File: config.mk
export PLATFORM = sky130hd
export DESIGN_NAME = apds_sequencer
export DESIGN_NICKNAME = d
export VERILOG_FILES = /design/src/include/apds_pkg.sv /design/src/include/apds_pulse_if.sv /design/src/rtl/apds_sequencer.sv /design/src/rtl/apds_stop_sync.sv /design/src/rtl/apds_pulse_gen.sv
export SDC_FILE = /design/constraint.sdc
export NUM_CORES = 2
export LEC_CHECK = 0
export ABC_CLOCK_PERIOD_IN_PS = 14700
export BUFFER_PORTS_ARGS = -buffer_cell sky130_fd_sc_hd__buf_4
export CELL_PAD_IN_SITES_DETAIL_PLACEMENT = 1
export CELL_PAD_IN_SITES_GLOBAL_PLACEMENT = 2
export CORE_MARGIN = 5
export CORE_UTILIZATION = 36
export DETAILED_ROUTE_END_ITERATION = 10
export PLACE_DENSITY_LB_ADDON = 0.1
export SLEW_MARGIN = 5
export SYNTH_ARGS = -nofsm -noshare
export SYNTH_HDL_FRONTEND = slang
export SYNTH_HIERARCHICAL = 1
export SYNTH_SLANG_ARGS = --single-unit
File: constraint.sdc
create_clock -name pclk -period 14.7 [get_ports pclk]
set_input_delay 1.47 -clock pclk [delete_from_list [all_inputs] [get_ports pclk]]
set_output_delay 1.47 -clock pclk [all_outputs]
set_load 0.1 [all_outputs]
File: src/include/apds_pkg.sv
// constants and types shared by the axis pulse drive sequencer
`default_nettype none
package apds_pkg;
  localparam int DW = 32;
  localparam int AW = 8;
  localparam int SPD_W = 24;
  localparam int MODE_W = 7;
  localparam int STAT_W = 7;

  // register byte offsets
  localparam logic [AW-1:0] ADDR_CMD = 8'h00;
  localparam logic [AW-1:0] ADDR_TPC = 8'h04;
  localparam logic [AW-1:0] ADDR_SV = 8'h08;
  localparam logic [AW-1:0] ADDR_DV = 8'h0C;
  localparam logic [AW-1:0] ADDR_RATE = 8'h10;
  localparam logic [AW-1:0] ADDR_MODE = 8'h14;
  localparam logic [AW-1:0] ADDR_MPT = 8'h18;
  localparam logic [AW-1:0] ADDR_OFS = 8'h1C;
  localparam logic [AW-1:0] ADDR_STAT = 8'h20;
  localparam logic [AW-1:0] ADDR_LPOS = 8'h24;
  localparam logic [AW-1:0] ADDR_OUTC = 8'h28;

  // command codes
  localparam logic [7:0] CMD_REL = 8'h50;
  localparam logic [7:0] CMD_CNT_REL = 8'h51;
  localparam logic [7:0] CMD_CONT_P = 8'h52;
  localparam logic [7:0] CMD_CONT_M = 8'h53;
  localparam logic [7:0] CMD_ABS = 8'h54;
  localparam logic [7:0] CMD_MAN_DEC = 8'h07;
  localparam logic [7:0] CMD_DEC_STOP = 8'h26;
  localparam logic [7:0] CMD_INST_STOP = 8'h27;

  // drive_mode_register fields
  localparam int MODE_MAN_BIT = 0;
  localparam int MODE_EN_LSB = 1;
  localparam int MODE_LVL_LSB = 4;

  // reset values
  localparam logic [DW-1:0] RST_WORD = 32'h0000_0000;
  localparam logic [DW-1:0] RST_OFFSET = 32'h0000_0000;
  localparam logic [MODE_W-1:0] RST_MODE = 7'h00;

  // speed ramp step period
  localparam int CLK_PERIOD_NS = 20;
  localparam int RAMP_TICK_NS = 1000;
  localparam int RAMP_TICK_CYC =
    (RAMP_TICK_NS + CLK_PERIOD_NS - 1) / CLK_PERIOD_NS;
  localparam int TICK_W = 6;

  typedef enum logic [1:0] {PH_ACCEL, PH_CRUISE, PH_DECEL} apds_phase_t;
endpackage
`default_nettype wire

File: src/include/apds_pulse_if.sv
// link between sequencer control and the pulse rate generator
`default_nettype none
interface apds_pulse_if
  import apds_pkg::*;
  ();
  logic run;
  logic [SPD_W-1:0] speed;
  logic pulse;
  modport ctrl (output run, output speed, input pulse);
  modport gen (input run, input speed, output pulse);
endinterface
`default_nettype wire

File: src/rtl/apds_sequencer.sv
// axis pulse drive sequencer: APB registers, drive control, stop handling
// Behaviour
// - fixed drives count out; continuous runs until stopped
// - relative: sign of count gives direction
// - auto decelerate when remaining below acceleration pulses
// - code 50h starts relative drive
// - absolute: direction and count from target minus position
// - code 54h starts absolute drive
// - counter relative drives opposite to count sign
// - code 51h starts counter relative drive
// - target count may change during relative drives
// - raised count during deceleration accelerates again
// - count below pulses output stops at once
// - mode bit 0 selects manual point, code 07h
// - positive offset starts auto deceleration earlier
// - deceleration offset resets to zero
// - decelerating stop and instant stop commands
// - three external stops, enable and level each
// - codes 52h and 53h start continuous drives
// - symmetric: deceleration uses the acceleration rate
// - cruise below start speed: constant, instant stop
`default_nettype none
module apds_sequencer
  import apds_pkg::*;
(
  input wire logic pclk,
  input wire logic presetn,
  input wire logic psel,
  input wire logic penable,
  input wire logic pwrite,
  input wire logic [AW-1:0] paddr,
  input wire logic [DW-1:0] pwdata,
  output logic [DW-1:0] prdata,
  output logic pready,
  output logic pslverr,
  input wire logic external_stop_in_a,
  input wire logic external_stop_in_b,
  input wire logic external_stop_in_c,
  output logic drive_pulse,
  output logic drive_dir,
  output logic drive_busy
);
  typedef struct packed {
    logic [DW-1:0] prdata;
    logic pready;
    logic pslverr;
    logic [DW-1:0] tpc;
    logic [DW-1:0] sv;
    logic [DW-1:0] dv;
    logic [DW-1:0] rate;
    logic [MODE_W-1:0] mode;
    logic [DW-1:0] mpt_stage;
    logic [DW-1:0] mpt;
    logic [DW-1:0] ofs;
    logic [DW-1:0] lpos;
    logic [DW-1:0] total;
    logic [DW-1:0] out_cnt;
    logic [DW-1:0] acc_cnt;
    logic [SPD_W-1:0] speed;
    logic [TICK_W-1:0] tick;
    apds_phase_t phase;
    logic busy;
    logic cont;
    logic ovr_ok;
    logic const_mode;
    logic stop_dec;
    logic dir;
    logic pulse;
  } apds_seq_state_t;

  apds_seq_state_t r;
  apds_seq_state_t n;
  logic [2:0] stop_sync;
  apds_pulse_if pg ();

  apds_stop_sync u_sync (
    .pclk(pclk),
    .presetn(presetn),
    .async_in({external_stop_in_c, external_stop_in_b, external_stop_in_a}),
    .sync_out(stop_sync)
  );

  apds_pulse_gen u_gen (
    .pclk(pclk),
    .presetn(presetn),
    .pg(pg)
  );

  function automatic logic [DW-1:0] magnitude(input logic [DW-1:0] v);
    magnitude = v[DW-1] ? DW'(-v) : v;
  endfunction

  function automatic logic is_mapped(input logic [AW-1:0] a);
    is_mapped = (a <= ADDR_OUTC) && (a[1:0] == 2'b00);
  endfunction

  function automatic logic is_drive_cmd(input logic [7:0] c);
    is_drive_cmd = (c == CMD_REL) || (c == CMD_CNT_REL) ||
      (c == CMD_ABS) || (c == CMD_CONT_P) || (c == CMD_CONT_M);
  endfunction

  logic acc_wr;
  logic cmd_wr;
  logic [7:0] cmd;
  logic [DW-1:0] rem;
  logic [DW-1:0] rem_next;
  logic [DW-1:0] abs_diff;
  logic [DW-1:0] new_total;
  logic [2:0] ext_act;
  logic low_speed;
  logic dec_need;
  logic tick_hit;
  logic [SPD_W:0] spd_up;
  logic [SPD_W:0] spd_dn;

  always_comb
  begin
    acc_wr = psel & penable & r.pready & pwrite;
    cmd_wr = acc_wr && (paddr == ADDR_CMD);
    cmd = pwdata[7:0];
    rem = r.total - r.out_cnt;
    abs_diff = r.tpc - r.lpos;
    new_total = magnitude(pwdata);
    // enabled pin whose synced level equals its active level
    ext_act = r.mode[MODE_EN_LSB +: 3] &
      ~(stop_sync ^ r.mode[MODE_LVL_LSB +: 3]);
    low_speed = r.const_mode || (r.speed <= r.sv[SPD_W-1:0]);
    tick_hit = (r.tick == TICK_W'(RAMP_TICK_CYC - 1));
    // same rate both ways: no separate deceleration setting
    spd_up = {1'b0, r.speed} + {1'b0, r.rate[SPD_W-1:0]};
    spd_dn = {1'b0, r.speed} - {1'b0, r.rate[SPD_W-1:0]};
    if (r.mode[MODE_MAN_BIT])
      dec_need = rem <= r.mpt;
    else
      dec_need = $signed({1'b0, rem}) <=
        $signed({1'b0, r.acc_cnt}) + $signed({r.ofs[DW-1], r.ofs});
    dec_need = r.stop_dec || (!r.cont && dec_need);
  end

  // a pulse still inside the generator flop counts as already output
  assign pg.run = r.busy && (r.cont || rem > {{(DW-1){1'b0}}, pg.pulse});
  assign pg.speed = r.speed;

  always_comb
  begin
    n = r;
    rem_next = rem;
    n.pready = 1'b1;
    // a carry caught in the stop cycle is neither counted nor sent
    n.pulse = pg.pulse && r.busy;
    if (psel && !penable)
    begin
      n.pslverr = !is_mapped(paddr);
      case (paddr)
        ADDR_TPC: n.prdata = r.tpc;
        ADDR_SV: n.prdata = r.sv;
        ADDR_DV: n.prdata = r.dv;
        ADDR_RATE: n.prdata = r.rate;
        ADDR_MODE: n.prdata = {{(DW-MODE_W){1'b0}}, r.mode};
        ADDR_MPT: n.prdata = r.mpt;
        ADDR_OFS: n.prdata = r.ofs;
        ADDR_STAT: n.prdata = {{(DW-STAT_W){1'b0}}, r.phase,
          r.stop_dec, r.const_mode, r.cont, r.dir, r.busy};
        ADDR_LPOS: n.prdata = r.lpos;
        ADDR_OUTC: n.prdata = r.out_cnt;
        default: n.prdata = RST_WORD;
      endcase
    end
    if (acc_wr)
    begin
      case (paddr)
        ADDR_TPC: n.tpc = pwdata;
        ADDR_SV: n.sv = pwdata;
        ADDR_DV: n.dv = pwdata;
        ADDR_RATE: n.rate = pwdata;
        ADDR_MODE: n.mode = pwdata[MODE_W-1:0];
        ADDR_MPT: n.mpt_stage = pwdata;
        ADDR_OFS: n.ofs = pwdata;
        ADDR_LPOS: n.lpos = r.busy ? r.lpos : pwdata;
        default: n.tpc = n.tpc;
      endcase
    end
    if (cmd_wr && cmd == CMD_MAN_DEC)
      n.mpt = r.mpt_stage;
    if (!r.busy)
    begin
      if (cmd_wr && is_drive_cmd(cmd))
      begin
        // parameters are taken now; busy and the rate generator start next cycle
        n.busy = 1'b1;
        n.out_cnt = '0;
        n.acc_cnt = '0;
        n.tick = '0;
        n.stop_dec = 1'b0;
        n.const_mode = r.dv < r.sv;
        n.speed = n.const_mode ? r.dv[SPD_W-1:0] : r.sv[SPD_W-1:0];
        n.phase = n.const_mode ? PH_CRUISE : PH_ACCEL;
        n.cont = 1'b0;
        n.ovr_ok = 1'b0;
        case (cmd)
          CMD_REL:
          begin
            n.dir = !r.tpc[DW-1];
            n.total = magnitude(r.tpc);
            n.ovr_ok = 1'b1;
          end
          CMD_CNT_REL:
          begin
            n.dir = r.tpc[DW-1];
            n.total = magnitude(r.tpc);
            n.ovr_ok = 1'b1;
          end
          CMD_ABS:
          begin
            n.dir = !abs_diff[DW-1];
            n.total = magnitude(abs_diff);
          end
          CMD_CONT_P:
          begin
            n.dir = 1'b1;
            n.cont = 1'b1;
          end
          default:
          begin
            n.dir = 1'b0;
            n.cont = 1'b1;
          end
        endcase
      end
    end
    else
    begin
      n.tick = tick_hit ? '0 : r.tick + TICK_W'(1);
      if (pg.pulse)
      begin
        n.out_cnt = r.out_cnt + 32'h0000_0001;
        n.lpos = r.dir ? r.lpos + 32'h0000_0001 : r.lpos - 32'h0000_0001;
        rem_next = rem - 32'h0000_0001;
        if (r.phase == PH_ACCEL)
          n.acc_cnt = r.acc_cnt + 32'h0000_0001;
      end
      if (!r.const_mode)
      begin
        // recomputed every cycle, so a raised count leaves decel
        if (dec_need)
        begin
          n.phase = PH_DECEL;
          if (tick_hit)
            n.speed = (spd_dn[SPD_W] || spd_dn[SPD_W-1:0] <
              r.sv[SPD_W-1:0]) ? r.sv[SPD_W-1:0] : spd_dn[SPD_W-1:0];
          if (r.stop_dec && r.speed <= r.sv[SPD_W-1:0])
            n.busy = 1'b0;
        end
        else if (r.speed < r.dv[SPD_W-1:0])
        begin
          n.phase = PH_ACCEL;
          if (tick_hit)
            n.speed = (spd_up[SPD_W] || spd_up[SPD_W-1:0] >
              r.dv[SPD_W-1:0]) ? r.dv[SPD_W-1:0] : spd_up[SPD_W-1:0];
        end
        else
        begin
          n.phase = PH_CRUISE;
          n.speed = r.dv[SPD_W-1:0];
        end
      end
      if (!r.cont && rem_next == '0)
        n.busy = 1'b0;
      if (acc_wr && paddr == ADDR_TPC && r.ovr_ok)
      begin
        // only same-direction values are meaningful here
        if (new_total <= n.out_cnt)
          n.busy = 1'b0;
        else
          n.total = new_total;
      end
      if (|ext_act)
      begin
        if (low_speed)
          n.busy = 1'b0;
        else
          n.stop_dec = 1'b1;
      end
      if (cmd_wr && cmd == CMD_DEC_STOP)
      begin
        if (low_speed)
          n.busy = 1'b0;
        else
          n.stop_dec = 1'b1;
      end
      if (cmd_wr && cmd == CMD_INST_STOP)
        n.busy = 1'b0;
    end
  end

  always_ff @(posedge pclk or negedge presetn)
  begin
    if (!presetn)
    begin
      r <= '0;
      r.mode <= RST_MODE;
      r.ofs <= RST_OFFSET;
      r.phase <= PH_CRUISE;
    end
    else
      r <= n;
  end

  assign prdata = r.prdata;
  assign pready = r.pready;
  assign pslverr = r.pslverr;
  assign drive_pulse = r.pulse;
  assign drive_dir = r.dir;
  assign drive_busy = r.busy;
endmodule
`default_nettype wire

File: src/rtl/apds_stop_sync.sv
// two-flop synchroniser for the external stop pins
`default_nettype none
module apds_stop_sync (
  input wire logic pclk,
  input wire logic presetn,
  input wire logic [2:0] async_in,
  output logic [2:0] sync_out
);
  typedef struct packed {
    logic [2:0] s1;
    logic [2:0] s2;
  } apds_sync_state_t;

  apds_sync_state_t r;
  apds_sync_state_t n;

  always_comb
  begin
    n = r;
    n.s1 = async_in;
    n.s2 = r.s1;
  end

  always_ff @(posedge pclk or negedge presetn)
  begin
    if (!presetn)
      r <= '0;
    else
      r <= n;
  end

  assign sync_out = r.s2;
endmodule
`default_nettype wire

File: src/rtl/apds_pulse_gen.sv
// phase accumulator producing one-cycle drive pulses at a given rate
`default_nettype none
module apds_pulse_gen
  import apds_pkg::*;
(
  input wire logic pclk,
  input wire logic presetn,
  apds_pulse_if.gen pg
);
  typedef struct packed {
    logic [SPD_W-1:0] acc;
    logic pulse;
  } apds_pg_state_t;

  apds_pg_state_t r;
  apds_pg_state_t n;

  always_comb
  begin
    n = r;
    n.pulse = 1'b0;
    // carry out of the accumulator is the pulse; rate = speed/2^24 per clock
    if (pg.run)
      {n.pulse, n.acc} = {1'b0, r.acc} + {1'b0, pg.speed};
    else
      n.acc = '0;
  end

  always_ff @(posedge pclk or negedge presetn)
  begin
    if (!presetn)
      r <= '0;
    else
      r <= n;
  end

  assign pg.pulse = r.pulse;
endmodule
`default_nettype wire

Yosys cells after proc, flatten, opt, wreduce, memory -nomap -nowiden
Cells that the tools add are included.
{ "word_totals": {"register_bits": 463, "in_bits": 48, "out_inout_bits": 37} }
{ "op_classes": {"n_addsub": 15, "n_lt_le_gt_ge": 10, "eq_ne": 26, "mux": 54, "bitwise_logic": 7, "n_reduce_logical": 49} }
{ "op_table": {"columns": ["operator", "n"], "rows": [
  ["$mux W32", 14],
  ["$pmux W32 S10", 1],
  ["$mux W24", 9],
  ["$mux W134", 1],
  ["$mux W129", 1],
  ["$mux W64", 2],
  ["$add A32 B1 Y32 const B", 3],
  ["$neg A32 Y32", 3],
  ["$le A32 B32 Y1", 2],
  ["$pmux W32 S2", 1],
  ["$sub A32 B1 Y32 const B", 2],
  ["$sub A32 B32 Y32", 2],
  ["$add A24 B24 Y25", 2],
  ["$lt A24 B24 Y1", 2],
  ["$eq A8 B6 Y1 const B", 5],
  ["$eq A8 B7 Y1 const B", 5],
  ["$add A33 B32 Y33", 1],
  ["$le A33 B33 Y1", 1],
  ["$eq A8 B5 Y1 const B", 4],
  ["$gt A32 B1 Y1", 1],
  ["$logic_not A32 Y1", 1],
  ["$lt A32 B32 Y1", 1],
  ["$sub A24 B24 Y25", 1],
  ["$gt A24 B24 Y1", 1],
  ["other kinds (32)", 95]
]} }

Longest topological paths before layout
{ "depth": {"ltp_word": 16, "ltp_mapped": 28} }

Hierarchy
The synthesis kept the hierarchy.
{ "by_module_without_submodules": {"columns": ["mod", "n_inst", "cells_per_inst", "area_per_inst_um2", "seq_area_each_um2"], "rows": [
  ["apds_sequencer", 1, 4253, 37164.4, 10811.6],
  ["apds_pulse_gen", 1, 220, 1996.9, 625.6],
  ["apds_stop_sync", 1, 6, 150.1, 150.1]
]} }

Worst setup path before layout
No wires, ideal clock.
{ "synth_path": {"path_kind": "input port to flip-flop", "from": "input pwdata[4]", "to": "register r[106] (netlist name)", "setup_time_ns": 0.077, "arrival_ns": 6.338, "path_slack_ns": 8.284, "path_stages": 19, "path_buffers": 2, "path_cell_list": "or4_1 -> or3_1 -> or3_1 -> nor2_1 -> nand3_1 -> or3_1 -> o31ai_1 -> xnor2_1 -> ha_1 -> nand4_1 -> or2_2 -> nor4_1 -> nand3_1 -> and2_1 -> o2111ai_1 -> clkbuf_1 -> clkbuf_1 -> o21ai_0 -> a21oi_1"} }
{ "synth_between": {"elab_chain_len": 8, "word_cells_on_any_way": 21, "cone_classes": "add/sub: 1; order compare: 1; eq/ne: 6; mux: 4; reduce/logical: 9"} }
{ "synth_lines": {"columns": ["element", "line_no", "rtl"], "rows": [
  ["start: declaration", "apds_sequencer.sv:32", "input wire logic [DW-1:0] pwdata,"],
  ["parallel branches: the longest is 8 deep, another holds $neg A32 Y32", null, null],
  ["end signal: assignment", "apds_sequencer.sv:306", "r <= n;"],
  ["end: declaration", "apds_sequencer.sv:71", "apds_seq_state_t r;"]
]} }
Parallel ways; which one is timed is not known. The select of a mux whose other input is x is not followed.
A chain may end at the register's enable or synchronous reset.

Worst setup path in the final report
{ "layout_path": {"from": "register r[79] (netlist name)", "to": "register r, in the netlist pg.speed[0]"} }
{ "layout_between": {"elab_chain_len": 8, "word_cells_on_any_way": 11, "cone_classes": "add/sub: 1; order compare: 2; eq/ne: 1; mux: 4; reduce/logical: 3"} }
{ "layout_lines": {"columns": ["element", "line_no", "rtl"], "rows": [
  ["$sub A32 B32 Y32 *", "apds_sequencer.sv:121", "rem = r.total - r.out_cnt;"],
  ["$le A33 B33 Y1 or $le A32 B32 Y1 (tied branches)", "apds_sequencer.sv:135, apds_sequencer.sv:133", null],
  ["$mux W1 *", "apds_sequencer.sv:132", "if (r.mode[MODE_MAN_BIT])"],
  ["$logic_and A1 B1 Y1 *", "apds_sequencer.sv:137", "dec_need = r.stop_dec || (!r.cont && dec_need);"],
  ["$logic_or A1 B1 Y1 *", "apds_sequencer.sv:137", null],
  ["$mux W24", "apds_sequencer.sv:245", "if (dec_need)"],
  ["$mux W24", "apds_sequencer.sv:242", "if (!r.const_mode)"],
  ["$mux W129", "apds_sequencer.sv:185", "if (!r.busy)"]
]} }
Mark *: on every way between the ends. The rest lies on a longest branch, timed or not. The select of a mux whose other input is x is not followed.

==> key figures <==
Outcome
  • Status: finished, final reports clean

Timing
  • Final sum of negative setup slack: 0 ps
  • Maximum achievable frequency: 147 MHz
  • Final number of max-transition violations: 0
  • Clock skew after layout: 37.9 ps
  • Headroom to the max-slew limit: 0.143
  • Slew of the pin with the lowest slew margin: 1280 ps
  • Final setup margin: 7900 ps
  • Shortest clock period the worst path allows after layout: 6800 ps
  • Tcrit/Tclk final: 0.463
  • Worst hold slack after final layout: 351 ps
  • RSZ-0062 raised after global routing: no
  • Hold Violations, Final: 0
  • Number of setup violations in the final report: 0

Logic synthesis
  • Biggest area contributors in the synthesized netlist: sky130_fd_sc_hd__dfrtp_1, sky130_fd_sc_hd__ha_1, sky130_fd_sc_hd__mux2_2
  • Number of warning messages in the yosys log: 6
  • Sequential element share of the synthesized area: 0.295
  • Count of flip-flops with a built-in enable after synthesis: 0
  • Syn Nets: 4,961
  • Asr flop ratio synth: 1.00
  • Mapped Cells: 4,479
  • Number of library cell types mapped by synthesis: 94
  • Cell taking the most area after synthesis: sky130_fd_sc_hd__dfrtp_1
  • Yosys reg bits: 463
  • Mapped cell area: 39,300 um^2
  • Average size of a mapped cell: 8.78 um^2
  • Area share of the leading cell type in the synthesized netlist: 0.294
  • Top flip-flop cell by instance count after synthesis: sky130_fd_sc_hd__dfrtp_1

Placement
  • Input/output buffers: 84
  • Last weighted congestion value of the routability-driven placer: 0.925
  • HPWL after detailed placement: 135,000 um
  • Worst slack after detailed placement: 7300 ps
  • Count of placed standard cells including taps: 5,790

Clock network
  • Clock tree sinks: 463
  • Latest clock arrival within the worst-skew pair: 690 ps
  • CTS Root Buffer Type: sky130_fd_sc_hd__clkbuf_16
  • H-tree levels: 2
  • Maximum root-to-sink buffer count: 3
  • Number of gates resized after cts: 0
  • Worst-path clk slew: 70 ps
  • Clock tree from TritonCTS: done
  • Number of post-CTS setup repair buffers: 0
  • Inserted Clock Buffers: 58
  • Post-cts hold buffer count: 0

Power
  • Largest vdd supply drop: 0.0931 mV
  • Static leakage: 0.0200 uW
  • Power per cell area: 172 nW/um^2

Run
  • Number of maximum-capacitance violations: 0

GRT
  • Largest net degree at the start of global routing: 130
  • Combined global-route utilization of all metal layers: 0.289
  • Initial antenna violation count: 12
  • Global route total overflow: 0
  • Vias in the first global route: 35,857
  • First-pass GRT wire length: 251,000 um

Detailed routing
  • Via count of the routed design: 35,158
  • Pre-Repair DR Iteration Count: 5
  • Wire length reported by the detailed router: 172,000 um
  • WL per Instance: 29.2 um
  • Iteration-0 DRC Markers: 2,500
  • Via density per instance: 5.96
  • Number of nets still failing antenna checks after routing: 0
  • Post-detailed-route DRC marker count: 0

Worst setup path
  • Max Fanout on Critical Path: 48
  • Class of the most critical setup path: reg2reg
  • Worst setup SP type: register
  • Arrival time at the worst endpoint: 7350 ps
  • Kind of end point of the critical path: register
  • Data required time at the worst endpoint: 15,240 ps

Floorplanning
  • Area of the placeable core: 109,000 um^2
  • Die outline width: 340 um
  • Initial Utilization: 0.362
  • Overall die height: 340 um
  • Total die area: 116,000 um^2
  • Boundary Pins: 85
  • Cell Rows: 121

Finish
  • Highest-count cells in the layout ignoring fill and taps: sky130_fd_sc_hd__dfrtp_1, sky130_fd_sc_hd__ha_1, sky130_fd_sc_hd__nand2_1, sky130_fd_sc_hd__a21oi_1, sky130_fd_sc_hd__o21ai_0
  • Number of standard cells in the layout, taps in and fillers out: 5,900
  • Number of nets in the layout: 4,918
  • Fraction of final layout cells sized beyond drive strength 1: 0.108
  • Fill cell total of the finished layout: 12,644
  • Area Overhead vs Synth: 9.72%
  • Most common cell after layout, fill and taps aside: sky130_fd_sc_hd__dfrtp_1

Worst hold path
  • Worst hold path class: reg2reg
-- cell families (layout without fill, tap and decap cells) --
family	after synthesis	after routing	synth area share
compound gates	1324	1324	0.221
xor+xnor	306	306	0.0682
fa+ha+maj	434	434	0.139
buf+inv	504	505	0.0526
flops	463	463	0.295
mux	310	310	0.0848
other cells	1	7	0.0000954
simple gates	1137	1137	0.139
-- where the power goes --
part           internal (uW)  switching (uW)  total [uW]
Sequential              1440             339        1780
Clock                    848             638        1490
Combinational           1590            2550        4140
-- sequential cells by signal (all words and copies together) (netlist names) --
| signal | count |
|---|---|
| r | 371 |
| prdata | 32 |
| pready | 1 |
| u_sync/n | 3 |
| u_gen/r | 24 |
| drive_dir | 1 |
| u_sync/sync_out | 3 |
| pg.speed | 24 |
| drive_pulse | 1 |
| drive_busy | 1 |
| u_gen/pg.pulse | 1 |
| pslverr | 1 |
-- layer usage --
| metal | wire length, um | global-route usage | up-vias |
|---|---|---|---|
| li1 | - | - | 16202 |
| met1 | 76400 | 0.382 | 17946 |
| met2 | 81800 | 0.494 | 810 |
| met3 | 8080 | 0.0397 | 200 |
| met4 | 5900 | 0.0856 | 0 |
| met5 | 0 | 0 | - |
-- worst paths after layout --
kind	cells after the start	start	slack, ps	end
max in group asynchronous	3	presetn	11850	r[353]
min in group asynchronous	1	presetn	770	r[45]
hold reg to reg	0	u_sync/n[2]	350	u_sync/sync_out[2]
hold / removal	0	u_sync/n[2]	350	u_sync/sync_out[2]
setup / recovery	23	r[79]	7900	pg.speed[0]
setup reg to reg	23	r[79]	7900	pg.speed[0]
-- layout make-up --
class	instances	area [um^2]	share of cell area
Tap cell	1414	1770	0.0410
Inverter	264	991	0.0230
Sequential cell	463	11600	0.269
Multi-Input combinational cell	3512	25800	0.598
Antenna cell	6	15.0	0.000348
Timing Repair Buffer	137	1050	0.0243
Clock buffer	76	1630	0.0378
Clock inverter	28	287	0.00664
-- synth_stat cells, drive strengths merged, types with 7 or more instances --
cell type and instances:
a21oi 343, o311ai 8, ha 427, o31ai 36, and4 14, and2 21
or4 21, o21ai 275, a2111oi 10, nor3 64, inv 261, a2111o 7
a211o 8, a31oi 65, a211oi 45, a21boi 9, mux2i 127, o21bai 27
nand3 75, o21a 44, nor2b 41, nand3b 10, a221oi 45, nand2b 46
o211ai 25, or2 11, xor2 97, o41ai 7, or3 42, nand2 367
dfrtp 462, a22oi 85, clkbuf 176, a22o 40, a41oi 8, and3 37
o31a 8, a21o 174, xnor2 209, nand4 70, mux2 183, fa 7
nor2 272, buf 64, nor4 31
-- critical path, stage by stage (launching register included) --
cell                        delay (ps)
sky130_fd_sc_hd__dfrtp_1           410
sky130_fd_sc_hd__inv_1             120
sky130_fd_sc_hd__ha_1              360
sky130_fd_sc_hd__a211o_1           320
sky130_fd_sc_hd__or4_1             410
sky130_fd_sc_hd__o22a_2            270
sky130_fd_sc_hd__a31o_2            230
sky130_fd_sc_hd__a21oi_1           180
sky130_fd_sc_hd__o21ai_0           240
sky130_fd_sc_hd__o21ai_0           480
sky130_fd_sc_hd__o31a_1            230
sky130_fd_sc_hd__nor2b_1           160
sky130_fd_sc_hd__xnor2_1           150
sky130_fd_sc_hd__ha_1              320
sky130_fd_sc_hd__nand4_1           180
sky130_fd_sc_hd__nor4_1            640
sky130_fd_sc_hd__o21a_1            200
sky130_fd_sc_hd__o21ai_0           150
sky130_fd_sc_hd__or3_1             400
sky130_fd_sc_hd__a2bb2oi_1         180
sky130_fd_sc_hd__a21oi_4           190
sky130_fd_sc_hd__buf_4             510
sky130_fd_sc_hd__o21ai_1           140
sky130_fd_sc_hd__o22a_1            180
-- stage by stage --
step / area (um^2) / total power [uW] / utilization
floorplan: 39300 / 4530 / -
global placement: 41200 / 5850 / 0.379
global route: 43100 / 7930 / 0.397
detailed placement: 41200 / 5910 / 0.379
CTS: 43100 / 7430 / 0.397
finish: 43100 / 7400 / 0.397
(Power assumes the default switching activity.)
